**src/rtl/adc_conversion_control_regs.svh**
```systemverilog
`ifndef ADC_CONVERSION_CONTROL_REGS_SVH
`define ADC_CONVERSION_CONTROL_REGS_SVH

// Register addresses on the special-function register port
`define ADC_CTRL_MAIN_OFF       8'hDC
`define ADC_CTRL_CAL_OFF        8'hDD
`define INPUT_OFFSET_TRIM_OFF   8'hE6
`define ANALOG_CLOCK_DIV_OFF    8'hF6

// adc_ctrl_main fields
`define MAIN_OPEN_SENSOR_BIT    6
`define MAIN_VREF_ON_BIT        5
`define MAIN_VREF_HIGH_BIT      4
`define MAIN_BUFFER_BIT         3
`define MAIN_GAIN_MSB           2
`define MAIN_GAIN_LSB           0

// adc_ctrl_cal fields
`define CAL_IRQ_BIT             7
`define CAL_BUSY_BIT            6
`define CAL_FILTER_MSB          5
`define CAL_FILTER_LSB          4
`define CAL_SELECT_MSB          2
`define CAL_SELECT_LSB          0

// Reset values: internal reference on, 2.5 V level
`define ADC_CTRL_MAIN_RST       8'h30
`define ADC_CTRL_CAL_RST        8'h00
`define INPUT_OFFSET_TRIM_RST   8'h00
`define ANALOG_CLOCK_DIV_RST    8'h00

// Filter codes
`define FILTER_AUTO             2'h0
`define FILTER_FAST             2'h1
`define FILTER_SINC2            2'h2
`define FILTER_SINC3            2'h3

// Calibration select codes
`define CAL_NONE                3'h0
`define CAL_SELF_BOTH           3'h1
`define CAL_SELF_OFFSET         3'h2
`define CAL_SELF_GAIN           3'h3
`define CAL_SYS_OFFSET          3'h4
`define CAL_SYS_GAIN            3'h5

// Timing counts
`define MOD_CLOCK_DIV           64
`define CAL_PASS_CONVERSIONS    4'h7
`define CAL_BOTH_CONVERSIONS    4'hE
`define AUTO_SINC2_COUNT        2'h2
`define AUTO_SINC3_COUNT        2'h3
`define TEMP_DIODE_SELECT       8'hFF
`define SFR_UNMAPPED_READ       8'h00

`endif

```
**src/rtl/adc_conversion_control_pkg.sv**
```systemverilog
package adc_conversion_control_pkg;

  typedef enum logic [0:0] {
    CAL_IDLE,
    CAL_RUN
  } cal_state_t;

  typedef logic [7:0] sfr_byte_t;

endpackage

```
**src/rtl/adc_conversion_control.sv**
```systemverilog
`timescale 1ns/100ps
`include "adc_conversion_control_regs.svh"

// Overview of operation
// - Open-sensor bit enables source and sink currents
// - Buffer enable bit switches input buffer
// - Analog clock is oscillator over divider plus one
// - Eight power-of-two gains, 1 to 128
// - Offset trim: sign bit, seven magnitude bits
// - Calibration select; seven conversions per pass
// - Calibration done raises converter interrupt flag
// - Filter fast, sinc2, sinc3 or automatic
// - Auto: two fast, then sinc2, then sinc3
// - Reference internal or external; internal 2.5V default
// - Internal reference level 1.25V or 2.5V
// - Any pin pair selectable as differential input
// - All-ones selector enables temperature diodes; mux pos and neg still both 15
module adc_conversion_control
  import adc_conversion_control_pkg::*;
#(
  parameter int DEC_W = 11
) (
  input  wire logic             i_mclk,
  input  wire logic             i_rstn,
  input  wire logic [7:0]       i_sfr_addr,
  input  wire logic             i_sfr_wr,
  input  wire logic             i_sfr_rd,
  input  wire logic [7:0]       i_sfr_wdata,
  output logic      [7:0]       o_sfr_rdata,
  input  wire logic [7:0]       i_mux_select,
  input  wire logic [DEC_W-1:0] i_decimation_ratio,
  output logic                  o_open_sensor_source,
  output logic                  o_open_sensor_sink,
  output logic                  o_buffer_en,
  output logic      [2:0]       o_gain_sel,
  output logic                  o_trim_sign,
  output logic      [6:0]       o_trim_magnitude,
  output logic                  o_vref_internal,
  output logic                  o_vref_high,
  output logic                  o_aclk_en,
  output logic                  o_mod_clk_en,
  output logic                  o_conv_done,
  output logic      [1:0]       o_filter_sel,
  output logic                  o_discard,
  output logic                  o_cal_busy,
  output logic      [2:0]       o_cal_mode,
  output logic                  o_adc_irq,
  output logic      [3:0]       o_mux_pos,
  output logic      [3:0]       o_mux_neg,
  output logic                  o_temp_diode_en
);

  initial begin
    if (DEC_W < 2 || DEC_W > 16) $error("adc_conversion_control: DEC_W out of range");
  end

  sfr_byte_t        ctrl_main, next_ctrl_main;
  logic [1:0]       filter_mode, next_filter_mode;
  logic [2:0]       cal_select, next_cal_select;
  sfr_byte_t        trim, next_trim;
  sfr_byte_t        aclk_div, next_aclk_div;
  sfr_byte_t        next_rdata;
  cal_state_t       cal_state, next_cal_state;
  logic [3:0]       cal_count, next_cal_count;
  logic [3:0]       cal_len, next_cal_len;
  logic             irq_flag, next_irq_flag;
  logic [1:0]       auto_count, next_auto_count;
  logic [7:0]       mux_q;
  logic [2:0]       gain_q;
  logic [1:0]       next_filter_sel;
  logic             wr_main, wr_cal, wr_trim, wr_aclk;
  logic             cal_finish, input_changed, next_discard;
  logic             aclk_tick, mod_tick, conv_tick;
  logic [DEC_W-1:0] conv_terminal;

  assign wr_main = i_sfr_wr && (i_sfr_addr == `ADC_CTRL_MAIN_OFF);
  assign wr_cal  = i_sfr_wr && (i_sfr_addr == `ADC_CTRL_CAL_OFF);
  assign wr_trim = i_sfr_wr && (i_sfr_addr == `INPUT_OFFSET_TRIM_OFF);
  assign wr_aclk = i_sfr_wr && (i_sfr_addr == `ANALOG_CLOCK_DIV_OFF);

  // Rate chain: oscillator -> analog clock -> modulator -> conversions
  rate_enable_divider #(.W (8)) u_aclk_div (
    .i_mclk     (i_mclk),
    .i_rstn     (i_rstn),
    .i_en       (1'b1),
    .i_terminal (aclk_div),
    .o_tick     (aclk_tick)
  );
  rate_enable_divider #(.W (8)) u_mod_div (
    .i_mclk     (i_mclk),
    .i_rstn     (i_rstn),
    .i_en       (aclk_tick),
    .i_terminal (8'(`MOD_CLOCK_DIV - 1)),
    .o_tick     (mod_tick)
  );
  // A zero ratio is served as a ratio of one
  assign conv_terminal = (i_decimation_ratio == '0) ? '0 : i_decimation_ratio - DEC_W'(1);
  rate_enable_divider #(.W (DEC_W)) u_conv_div (
    .i_mclk     (i_mclk),
    .i_rstn     (i_rstn),
    .i_en       (mod_tick),
    .i_terminal (conv_terminal),
    .o_tick     (conv_tick)
  );

  // Register writes and read data
  always_comb begin
    next_ctrl_main   = ctrl_main;
    next_filter_mode = filter_mode;
    next_trim        = trim;
    next_aclk_div    = aclk_div;
    next_rdata       = o_sfr_rdata;
    if (wr_main) begin
      next_ctrl_main = i_sfr_wdata & 8'h7F;
    end
    if (wr_cal) begin
      next_filter_mode = i_sfr_wdata[`CAL_FILTER_MSB:`CAL_FILTER_LSB];
    end
    if (wr_trim) begin
      next_trim = i_sfr_wdata;
    end
    if (wr_aclk) begin
      next_aclk_div = i_sfr_wdata;
    end
    if (i_sfr_rd) begin
      unique case (i_sfr_addr)
        `ADC_CTRL_MAIN_OFF:     next_rdata = ctrl_main;
        `ADC_CTRL_CAL_OFF:      next_rdata = {irq_flag, (cal_state == CAL_RUN), filter_mode,
                                              1'b0, cal_select};
        `INPUT_OFFSET_TRIM_OFF: next_rdata = trim;
        `ANALOG_CLOCK_DIV_OFF:  next_rdata = aclk_div;
        default:                next_rdata = `SFR_UNMAPPED_READ;
      endcase
    end
  end

  always_ff @(posedge i_mclk or negedge i_rstn) begin
    if (!i_rstn) begin
      ctrl_main   <= `ADC_CTRL_MAIN_RST;
      filter_mode <= `FILTER_AUTO;
      trim        <= `INPUT_OFFSET_TRIM_RST;
      aclk_div    <= `ANALOG_CLOCK_DIV_RST;
      o_sfr_rdata <= `SFR_UNMAPPED_READ;
    end else begin
      ctrl_main   <= next_ctrl_main;
      filter_mode <= next_filter_mode;
      trim        <= next_trim;
      aclk_div    <= next_aclk_div;
      o_sfr_rdata <= next_rdata;
    end
  end

  // Calibration sequencing
  assign cal_finish = (cal_state == CAL_RUN) && conv_tick && (cal_count + 4'h1 == cal_len);

  always_comb begin
    next_cal_state  = cal_state;
    next_cal_count  = cal_count;
    next_cal_len    = cal_len;
    next_cal_select = cal_select;
    next_irq_flag   = irq_flag;
    if (cal_state == CAL_RUN && conv_tick) begin
      next_cal_count = cal_count + 4'h1;
    end
    if (cal_finish) begin
      next_cal_state  = CAL_IDLE;
      next_cal_select = `CAL_NONE;
    end
    if (wr_cal) begin
      next_irq_flag   = 1'b0;
      next_cal_select = i_sfr_wdata[`CAL_SELECT_MSB:`CAL_SELECT_LSB];
      next_cal_count  = 4'h0;
      unique case (i_sfr_wdata[`CAL_SELECT_MSB:`CAL_SELECT_LSB])
        `CAL_SELF_BOTH: begin
          next_cal_state = CAL_RUN;
          next_cal_len   = `CAL_BOTH_CONVERSIONS;
        end
        `CAL_SELF_OFFSET, `CAL_SELF_GAIN, `CAL_SYS_OFFSET, `CAL_SYS_GAIN: begin
          next_cal_state = CAL_RUN;
          next_cal_len   = `CAL_PASS_CONVERSIONS;
        end
        default: begin
          next_cal_state  = CAL_IDLE;
          next_cal_select = `CAL_NONE;
        end
      endcase
    end
    if (cal_finish) begin
      next_irq_flag = 1'b1;
    end
  end

  always_ff @(posedge i_mclk or negedge i_rstn) begin
    if (!i_rstn) begin
      cal_state  <= CAL_IDLE;
      cal_count  <= 4'h0;
      cal_len    <= `CAL_PASS_CONVERSIONS;
      cal_select <= `CAL_NONE;
      irq_flag   <= 1'b0;
    end else begin
      cal_state  <= next_cal_state;
      cal_count  <= next_cal_count;
      cal_len    <= next_cal_len;
      cal_select <= next_cal_select;
      irq_flag   <= next_irq_flag;
    end
  end

  // Filter selection and automatic switching
  assign input_changed = (i_mux_select != mux_q) ||
                         (ctrl_main[`MAIN_GAIN_MSB:`MAIN_GAIN_LSB] != gain_q);

  always_comb begin
    next_auto_count = auto_count;
    if (input_changed) begin
      next_auto_count = 2'h0;
    end else if (conv_tick && auto_count != `AUTO_SINC3_COUNT) begin
      next_auto_count = auto_count + 2'h1;
    end
    next_discard = 1'b0;
    if (filter_mode != `FILTER_AUTO) begin
      next_filter_sel = filter_mode;
    end else if (next_auto_count < `AUTO_SINC2_COUNT) begin
      next_filter_sel = `FILTER_FAST;
      next_discard    = (next_auto_count == 2'h0);
    end else if (next_auto_count == `AUTO_SINC2_COUNT) begin
      next_filter_sel = `FILTER_SINC2;
    end else begin
      next_filter_sel = `FILTER_SINC3;
    end
  end

  always_ff @(posedge i_mclk or negedge i_rstn) begin
    if (!i_rstn) begin
      auto_count   <= 2'h0;
      mux_q        <= 8'h00;
      gain_q       <= 3'h0;
      o_filter_sel <= `FILTER_FAST;
      o_discard    <= 1'b1;
    end else begin
      auto_count   <= next_auto_count;
      mux_q        <= i_mux_select;
      gain_q       <= ctrl_main[`MAIN_GAIN_MSB:`MAIN_GAIN_LSB];
      o_filter_sel <= next_filter_sel;
      o_discard    <= next_discard;
    end
  end

  // Registered analog control outputs
  always_ff @(posedge i_mclk or negedge i_rstn) begin
    if (!i_rstn) begin
      o_open_sensor_source <= 1'b0;
      o_open_sensor_sink   <= 1'b0;
      o_buffer_en          <= 1'b0;
      o_gain_sel           <= 3'h0;
      o_trim_sign          <= 1'b0;
      o_trim_magnitude     <= 7'h00;
      o_vref_internal      <= 1'b1;
      o_vref_high          <= 1'b1;
      o_aclk_en            <= 1'b0;
      o_mod_clk_en         <= 1'b0;
      o_conv_done          <= 1'b0;
      o_cal_busy           <= 1'b0;
      o_cal_mode           <= `CAL_NONE;
      o_adc_irq            <= 1'b0;
      o_mux_pos            <= 4'h0;
      o_mux_neg            <= 4'h0;
      o_temp_diode_en      <= 1'b0;
    end else begin
      o_open_sensor_source <= next_ctrl_main[`MAIN_OPEN_SENSOR_BIT];
      o_open_sensor_sink   <= next_ctrl_main[`MAIN_OPEN_SENSOR_BIT];
      o_buffer_en          <= next_ctrl_main[`MAIN_BUFFER_BIT];
      o_gain_sel           <= next_ctrl_main[`MAIN_GAIN_MSB:`MAIN_GAIN_LSB];
      o_trim_sign          <= next_trim[7];
      o_trim_magnitude     <= next_trim[6:0];
      o_vref_internal      <= next_ctrl_main[`MAIN_VREF_ON_BIT];
      o_vref_high          <= next_ctrl_main[`MAIN_VREF_HIGH_BIT];
      o_aclk_en            <= aclk_tick;
      o_mod_clk_en         <= mod_tick;
      o_conv_done          <= conv_tick;
      o_cal_busy           <= (next_cal_state == CAL_RUN);
      o_cal_mode           <= next_cal_select;
      o_adc_irq            <= next_irq_flag;
      o_mux_pos            <= i_mux_select[7:4];
      o_mux_neg            <= i_mux_select[3:0];
      o_temp_diode_en      <= (i_mux_select == `TEMP_DIODE_SELECT);
    end
  end

endmodule

```
**src/rtl/rate_enable_divider.sv**
```systemverilog
`timescale 1ns/100ps

module rate_enable_divider #(
  parameter int W = 8
) (
  input  wire logic         i_mclk,
  input  wire logic         i_rstn,
  input  wire logic         i_en,
  input  wire logic [W-1:0] i_terminal,
  output logic              o_tick
);

  initial begin
    if (W < 1) begin
      $error("rate_enable_divider: W must be at least 1");
    end
  end

  logic [W-1:0] count;
  logic [W-1:0] next_count;
  logic         next_tick;

  // One tick per i_terminal+1 enabled cycles
  always_comb begin
    next_count = count;
    next_tick  = 1'b0;
    if (i_en) begin
      if (count >= i_terminal) begin
        next_count = '0;
        next_tick  = 1'b1;
      end else begin
        next_count = count + W'(1);
      end
    end
  end

  always_ff @(posedge i_mclk or negedge i_rstn) begin
    if (!i_rstn) begin
      count  <= '0;
      o_tick <= 1'b0;
    end else begin
      count  <= next_count;
      o_tick <= next_tick;
    end
  end

endmodule

```
**config.mk**
```make
export PLATFORM = sky130hd
export DESIGN_NAME = adc_conversion_control
export DESIGN_NICKNAME = d
export VERILOG_FILES = /design/src/rtl/adc_conversion_control_pkg.sv /design/src/rtl/adc_conversion_control.sv /design/src/rtl/rate_enable_divider.sv
export VERILOG_INCLUDE_DIRS = /design/src /design/src/rtl
export SDC_FILE = /design/constraint.sdc
export NUM_CORES = 1
export LEC_CHECK = 0
export BUFFER_PORTS_ARGS = -buffer_cell sky130_fd_sc_hd__buf_2
export CAP_MARGIN = 20
export CELL_PAD_IN_SITES_DETAIL_PLACEMENT = 0
export CELL_PAD_IN_SITES_GLOBAL_PLACEMENT = 1
export CORE_MARGIN = 4
export CORE_UTILIZATION = 44
export DETAILED_ROUTE_END_ITERATION = 8
export PLACE_DENSITY = 0.81
export SLEW_MARGIN = 20
export SYNTH_ARGS = -nofsm -noshare
export SYNTH_HDL_FRONTEND = slang
export SYNTH_SLANG_ARGS = --single-unit
```
**constraint.sdc**
```tcl
create_clock -name i_mclk -period 2.8 [get_ports i_mclk]
set_input_delay 0.42 -clock i_mclk [delete_from_list [all_inputs] [get_ports i_mclk]]
set_output_delay 0.42 -clock i_mclk [all_outputs]
set_load 0.01 [all_outputs]
```
==> reports/qor.yml, run 1 <==
logic_synthesis:
  synth_top_area_cell: "dfrtp_1"
  synth_cells: 441
  ys_seq_elements: 94
  synth_edf_count: 0
  synth_flop_cell: "dfrtp_1"
  ys_warn_count: 0
  async_flop_share_pct: 100
  synth_area_leaders: "dfrtp_1 47%, ha_1 7.1%, xnor2_1 3.7%, mux2_1 3.5%, xor2_1 3.3%"
  synth_top_area_share_pct: 46.7
  avgSynthCellArea_sq_um: 10.8
  netlist_area_sq_um: 4770
  yosysSeqAreaShare_pct: 49.4
  ys_types: 51
  syn_nets: 507
global_route:
  first_global_vias: 3719
  grt_pass1_wl_microns: 18200
  antenna_found_initial: 0
  grt.overflow.total: 0
  grt_use_total_pct: 17.7
  grt_max_degree: 55
timing:
  rsz0062_at_grt: "no"
  fmax_ghz: 0.385
  max_slew_margin_pct: 52.5
  slew_violations: 0
  setup_violations: 0
  clock-skew-final_ns: 0.0153
  holdWs_ns: 0.120
  fin_crit_sh_pct: 92.8
  min_period_ns: 2.60
  tightest_slew_ns: 0.712
  finalHoldViolations: 0
cells_and_area:
  fin_nets: 602
  final_area_sq_um: 5620
  antenna_cells: 0
  syn_to_final_growth_pct: 17.8
  drive_gt1_share_pct: 25.3
  n_fill_cell: 944
clock_network:
  insertion_delay_ns: 0.36
  tritoncts: "yes"
  clock_sinks: 94
  htree_levels: 3
  root_buffer: "clkbuf_8"
  numCtsBuffers: 9
  cts_max_path_buffers: 2
  post_cts_buffers: 0
  path_clk_slew_ns: 0.09
power:
  power.density_nw_per_um2: 621
  irDropWorstVdd_uv: 260
  p_leak_nw: 2.75
job:
  maxCapViolCount: 0
floorplanning:
  die_h_microns: 112
  ioPinCount: 83
  fp-row-count: 37
  coreArea_sq_um: 10500
  fp.dieArea_sq_um: 12600
  die_width_microns: 112
  start_util_pct: 45.6
placed_design:
  dpl_cell_area_sq_um: 5410
  port_buffers: 82
  dp_hpwl_microns: 7930
  gp_congestion: 0.806
worst_setup_path:
  crit_top_cell: "a21oi_1"
  slowest_delay_ns: 0.56
  cp_top_family: "simple AND/OR/NAND/NOR gates"
  rrSetupSlack_ns: 0.83
  arrival_ns: 2.86
  path_cells: "buf_2 -> or4_4 -> nor4_4 -> nand3_2 -> nand2_1 -> ha_1 -> a21oi_1 -> o21ai_0 -> a21oi_1 -> buf_4 -> o211ai_1 -> o22ai_1"
  critPathMaxFanout: 8
  path_buf_inv: 2
  worst-setup-path-type: "in2reg"
  r2r_cells: 6
  startpoint_type: "input port"
  slowest_stage: "or4_4"
  required_ns: 3.06
  crit_cells: 12
  worst_setup_path_end_kind: "flop"
min_path:
  hold_class: "in2async"
drt:
  routed_wl_microns: 10500
  ant_nets: 0
  drt_iter0_drc: 140
  routedWlPerCell_microns: 15.6
  drt-vias-per-instance: 5.34
  firstDrtPassIters: 6
  drc_errors: 0
  vias: 3612
status:
  status: "finished clean"
## final timing paths
path                                  startpoint                  end
max reg2reg                         cal_count[0]        o_cal_mode[0]
max in group asynchronous                 i_rstn           cal_len[0]
min reg2reg                       filter_mode[0]            o_discard
max                        i_decimation_ratio[2]  u_conv_div.count[1]
min in group i_mclk              i_mux_select[4]         o_mux_pos[0]
min                                       i_rstn         o_mux_pos[2]
## state kept, by name (all words and copies together), names as in the netlist, 2 cells and up
register and flops:
u_conv_div.count 11, aclk_div 8, o_sfr_rdata 8, u_aclk_div.count 8
u_mod_div.count 8, o_trim_magnitude 6, ctrl_main 5, cal_count 4
gain_q 3, o_cal_mode 3, o_mux_neg 3, o_mux_pos 3
auto_count 2, cal_len 2, filter_mode 2, mux_q 2
o_filter_sel 2, o_gain_sel 2
## layout by cell type (no fill, tap or decap), drive strengths merged, types with 4 or more instances in the layout
master / count
buf: 95
dfrtp: 89
nand2: 35
nor2: 29
inv: 28
nand3: 28
mux2: 28
ha: 27
xnor2: 20
xor2: 18
o21ai: 17
a21oi: 15
clkbuf: 12
nand4: 9
and3: 8
nor2b: 8
a21o: 7
o211ai: 6
a22oi: 6
nand2b: 5
o221ai: 5
dfstp: 5
nor4: 5
mux2i: 4
## Yosys cell counts (3+ instances only)
cell,instances
mux2_1,15
nand3_1,27
and3_1,8
nand2b_1,5
nor2_1,27
buf_2,4
a22oi_1,6
o221ai_1,5
dfstp_2,5
mux2_2,13
inv_1,28
o21ai_0,14
a21oi_1,15
ha_1,27
nand2_1,35
nor2b_1,8
o211ai_1,6
dfrtp_1,89
xnor2_1,20
clkbuf_1,5
xor2_1,18
a21o_1,7
a31oi_1,3
nand4_1,9
o21ai_1,3
o22ai_1,3
mux2i_1,4
## cell type report
| cell class | count | area [sq um] | share of cell area (%) |
|---|---|---|---|
| Clock buffer | 12 | 135 | 2.40 |
| Clock inverter | 4 | 73.8 | 1.31 |
| Inverter | 28 | 105 | 1.87 |
| Multi-Input combinational cell | 308 | 2250 | 40.1 |
| Sequential cell | 94 | 2360 | 42.0 |
| Tap cell | 136 | 170 | 3.03 |
| Timing Repair Buffer | 95 | 523 | 9.31 |
## cells by family after synthesis
group           count (synthesis)  share of synthesized area (%)
buf+inv                        39                           3.41
fa+ha+maj                      27                           7.08
mux                            32                           7.45
xor+xnor                       38                           6.97
simple gates                  140                           15.7
compound gates                 71                           9.99
flops                          94                           49.4
## layer usage
metal  up-vias  global-route usage, %  routed length (microns)
met4         0                   5.61                      139
met1      1760                   23.4                     4820
met2        88                   29.2                     5030
li1       1754                      -                        -
met3        10                   3.83                      545
met5         -                      0                        0
## repair_timing
item | CTS | global route
resized for setup | 0 | 1
hold endpoints to repair | 0 | 0
hold buffers | 0 | 0
endpoints found under the setup margin | 0 | 4
## per-stage QoR
stage / power [W] / setup slack (ns) / util [%] / cells / setup TNS [ns]
2_1_floorplan: 0.00226 / 0.0494 / - / 441 / 0
3_3_place_gp: 0.00253 / -0.138 / 51.7 / 661 / -0.940
3_5_place_dp: 0.00257 / -0.217 / 51.7 / 661 / -1.78
4_1_cts: 0.00353 / 0.175 / 53.7 / 677 / 0
5_1_grt: 0.00375 / 0.0245 / 53.7 / 677 / 0
6_report: 0.00349 / 0.202 / 53.7 / 677 / 0
## worst register-to-register path, stage by stage, from the launching register on
cell	delay, ns
dfrtp_1	0.45
ha_1	0.26
nor2b_1	0.14
or3b_1	0.37
a311oi_2	0.33
nor2_1	0.11
a22o_1	0.20
## report_power, final
group	internal [W]	leakage (nW)	switching, W	total [W]
Sequential	0.00153	1.18	0.000200	0.00173
Combinational	0.000362	1.47	0.000449	0.000811
Clock	0.000505	0.105	0.000446	0.000951
Total	0.00240	2.75	0.00110	0.00349
(Power assumes the default switching activity.)
==> inputs of run 2 (changes only) <==
Settings changed: CORE_UTILIZATION 44 to 40, CTS_CLUSTER_SIZE set to 28, PLACE_DENSITY 0.81 to 0.78.
Clock period 2.8 ns to 2.2 ns, I/O delays scaled along.
==> reports/qor.yml, run 2 (synthesis results as in run 1) <==
status:
  status: "finished with violations"  # was finished clean
  violations: "negative setup slack"
timing:
  fmax_ghz: 0.420
  slew_violations: 0  # unchanged
  holdWs_ns: 0.136  # was 0.120 ns
  min_period_ns: 2.38
  fin_tns_setup_ns: -1.71  # was 0 ns
  tightest_slew_ns: 0.581  # was 0.712 ns
  finalWorstSetupSlack_ns: -0.182  # was 0.202 ns
  max_slew_margin_pct: 61.2  # was 52.5%
  clock-skew-final_ns: 0.00380  # was 0.0153 ns
  finalHoldViolations: 0  # unchanged
  rsz0062_at_grt: "yes"  # was no
  fin_crit_sh_pct: 108
  setup_violations: 12  # was 0
worst_setup_path:
  reg2reg_to: "o_cal_mode[0]"  # unchanged
  r2r_cells: 6  # unchanged
  worst_setup_path_end_kind: "flop"  # unchanged
  reg2reg_from: "cal_count[0]"  # unchanged
  arrival_ns: 2.57  # was 2.86 ns
  critPathMaxFanout: 3  # was 8
  worst-setup-path-type: "in2reg"  # unchanged
  required_ns: 2.39  # was 3.06 ns
  startpoint_type: "input port"  # unchanged
  rrSetupSlack_ns: 0.36  # was 0.83 ns
clock_network:
  path_clk_slew_ns: 0.06  # was 0.09 ns
  numCtsBuffers: 9  # unchanged
  clock_sinks: 94  # unchanged
  root_buffer: "clkbuf_16"  # was clkbuf_8
  cts_max_path_buffers: 2  # unchanged
  insertion_delay_ns: 0.34  # was 0.36 ns
  tritoncts: "yes"  # unchanged
  htree_levels: 3  # unchanged
power:
  seqPwrFrac_pct: 44.4  # was 49.5%
  power.density_nw_per_um2: 823  # was 621 nW/um^2
  p_sw_w: 0.00154  # was 0.00110 W
  power_frac_clock_pct: 31.1  # was 27.2%
  p_int_w: 0.00347  # was 0.00240 W
  comb_power_share_pct: 24.6  # was 23.2%
  irDropWorstVdd_uv: 347  # was 260 uV
  swShare_pct: 30.7  # was 31.4%
  p_leak_nw: 2.95  # was 2.75 nW
  p_total_w: 0.00501  # was 0.00349 W
cells_and_area:
  fin_nets: 629  # was 602
  syn_to_final_growth_pct: 27.5  # was 17.8%
  largest_register_ff_count: 11  # unchanged
  top_register: "u_conv_div.count"  # unchanged
  drive_gt1_share_pct: 31.3  # was 25.3%
  fin_cells: 711  # was 677
  antenna_cells: 0  # unchanged
  final_common_cell: "dfrtp_1"  # unchanged
  final_cell_mix: "89 x dfrtp_1, 80 x buf_2, 36 x buf_4"  # was 89 x dfrtp_1, 81 x buf_2, 35 x nand2_1
min_path:
  hold_start: "i_mux_select[2]"
  whs_endpoint: "o_mux_neg[2]"
  hold_class: "in2reg"  # was in2async
  whs_path_depth: 1
global_route:
  antenna_found_initial: 0  # unchanged
  first_global_vias: 3774  # was 3719
  grt_use_total_pct: 17.1  # was 17.7%
  grt_max_degree: 64  # was 55
  grt_pass1_wl_microns: 18300  # was 18200 microns
  grt.overflow.total: 0  # unchanged
drt:
  vias: 3727  # was 3612
  routedWlPerCell_microns: 15.7  # was 15.6 microns
  drt_iter0_drc: 305  # was 140
  routed_wl_microns: 11200  # was 10500 microns
  drc_errors: 0  # unchanged
  firstDrtPassIters: 4  # was 6
  ant_nets: 0  # unchanged
  drt-vias-per-instance: 5.24  # was 5.34
floorplanning:
  ioPinCount: 83  # unchanged
  fp-row-count: 39  # was 37
  start_util_pct: 41.3  # was 45.6%
  coreArea_sq_um: 11600  # was 10500 sq um
  fp.dieArea_sq_um: 13700  # was 12600 sq um
  die_width_microns: 117  # was 112 microns
  die_h_microns: 117  # was 112 microns
placed_design:
  dp_hpwl_microns: 8420  # was 7930 microns
  gp_congestion: 0.758  # was 0.806
  port_buffers: 82  # unchanged
  dp_slack_ns: -0.596  # was -0.217 ns
  dpl.cell_count: 686  # was 661
job:
  maxCapViolCount: 0  # unchanged
## run 2: changes by cell type in the layout (fill, tap and decap cells not counted), sizes merged
cell / change
buf: +25
bufinv: -1
clkinv: +1
dlygate4sd3: +1
o21ai: +1
## run 2: timing repair
item	4_1_cts	5_1_grt
hold endpoints to repair	27	0
setup buffers	2	5
setup endpoints to repair	12	12
gates cloned	0	1
pin swaps	3	4
resized for setup	11	12
hold buffers	1	0
## run 2: routing by layer
metal / up-vias / wire length (microns) / GRT usage, %
li1: 1806 / - / -
met1: 1816 / 4970 / 21.5
met2: 85 / 5450 / 29.1
met3: 20 / 516 / 2.83
met4: 0 / 253 / 7.26
met5: - / 0 / 0
## run 2: power by group through the flow
stage	sequential [W]	clock, W	combinational [W]
finish	0.00222	0.00156	0.00123
global placement	0.00223	0	0.00103
global route	0.00226	0.00167	0.00142
detailed placement	0.00223	0	0.00107
CTS	0.00221	0.00160	0.00113
floorplan	0.00217	0	0.000723
## run 2: final cells by class
class | instances | area, sq um
sequential | 94 | 2360
inverter | 28 | 105
multi-input combinational | 309 | 2400
timing repair buffer | 121 | 734
tap | 143 | 179
clock inverter | 4 | 45.0
fill | 1052 | 5480
clock buffer | 12 | 256
## run 2: worst max-delay path, stage by stage
cell and delay [ns]:
buf_6 0.09, or4_4 0.57, nor4_4 0.19, buf_4 0.18, buf_4 0.12, a31oi_4 0.09, ha_4 0.27, nor2b_1 0.03
o21ai_1 0.15, a21oi_2 0.10, buf_4 0.15, o221ai_1 0.18, o21ai_0 0.12
## run 2: through the flow
step / instance area, sq um / utilization, %
floorplan: 4780 / -
global placement: 5560 / 48.1
detailed placement: 5560 / 48.1
CTS: 5950 / 51.5
global route: 6080 / 52.6
finish: 6080 / 52.6
## run 2: worst max-delay path by stage
stage	startpoint	end	slack (ns)	cells after the start
detailed placement	i_decimation_ratio[2]	u_conv_div.count[0]	-0.60	12
CTS	i_decimation_ratio[2]	u_conv_div.count[2]	-0.17	12
floorplan	i_decimation_ratio[2]	u_conv_div.o_tick	-0.35	10
global placement	i_decimation_ratio[2]	u_conv_div.count[10]	-0.51	11
global route	i_decimation_ratio[2]	u_conv_div.count[2]	-0.31	14
finish	i_decimation_ratio[2]	u_conv_div.count[2]	-0.18	13
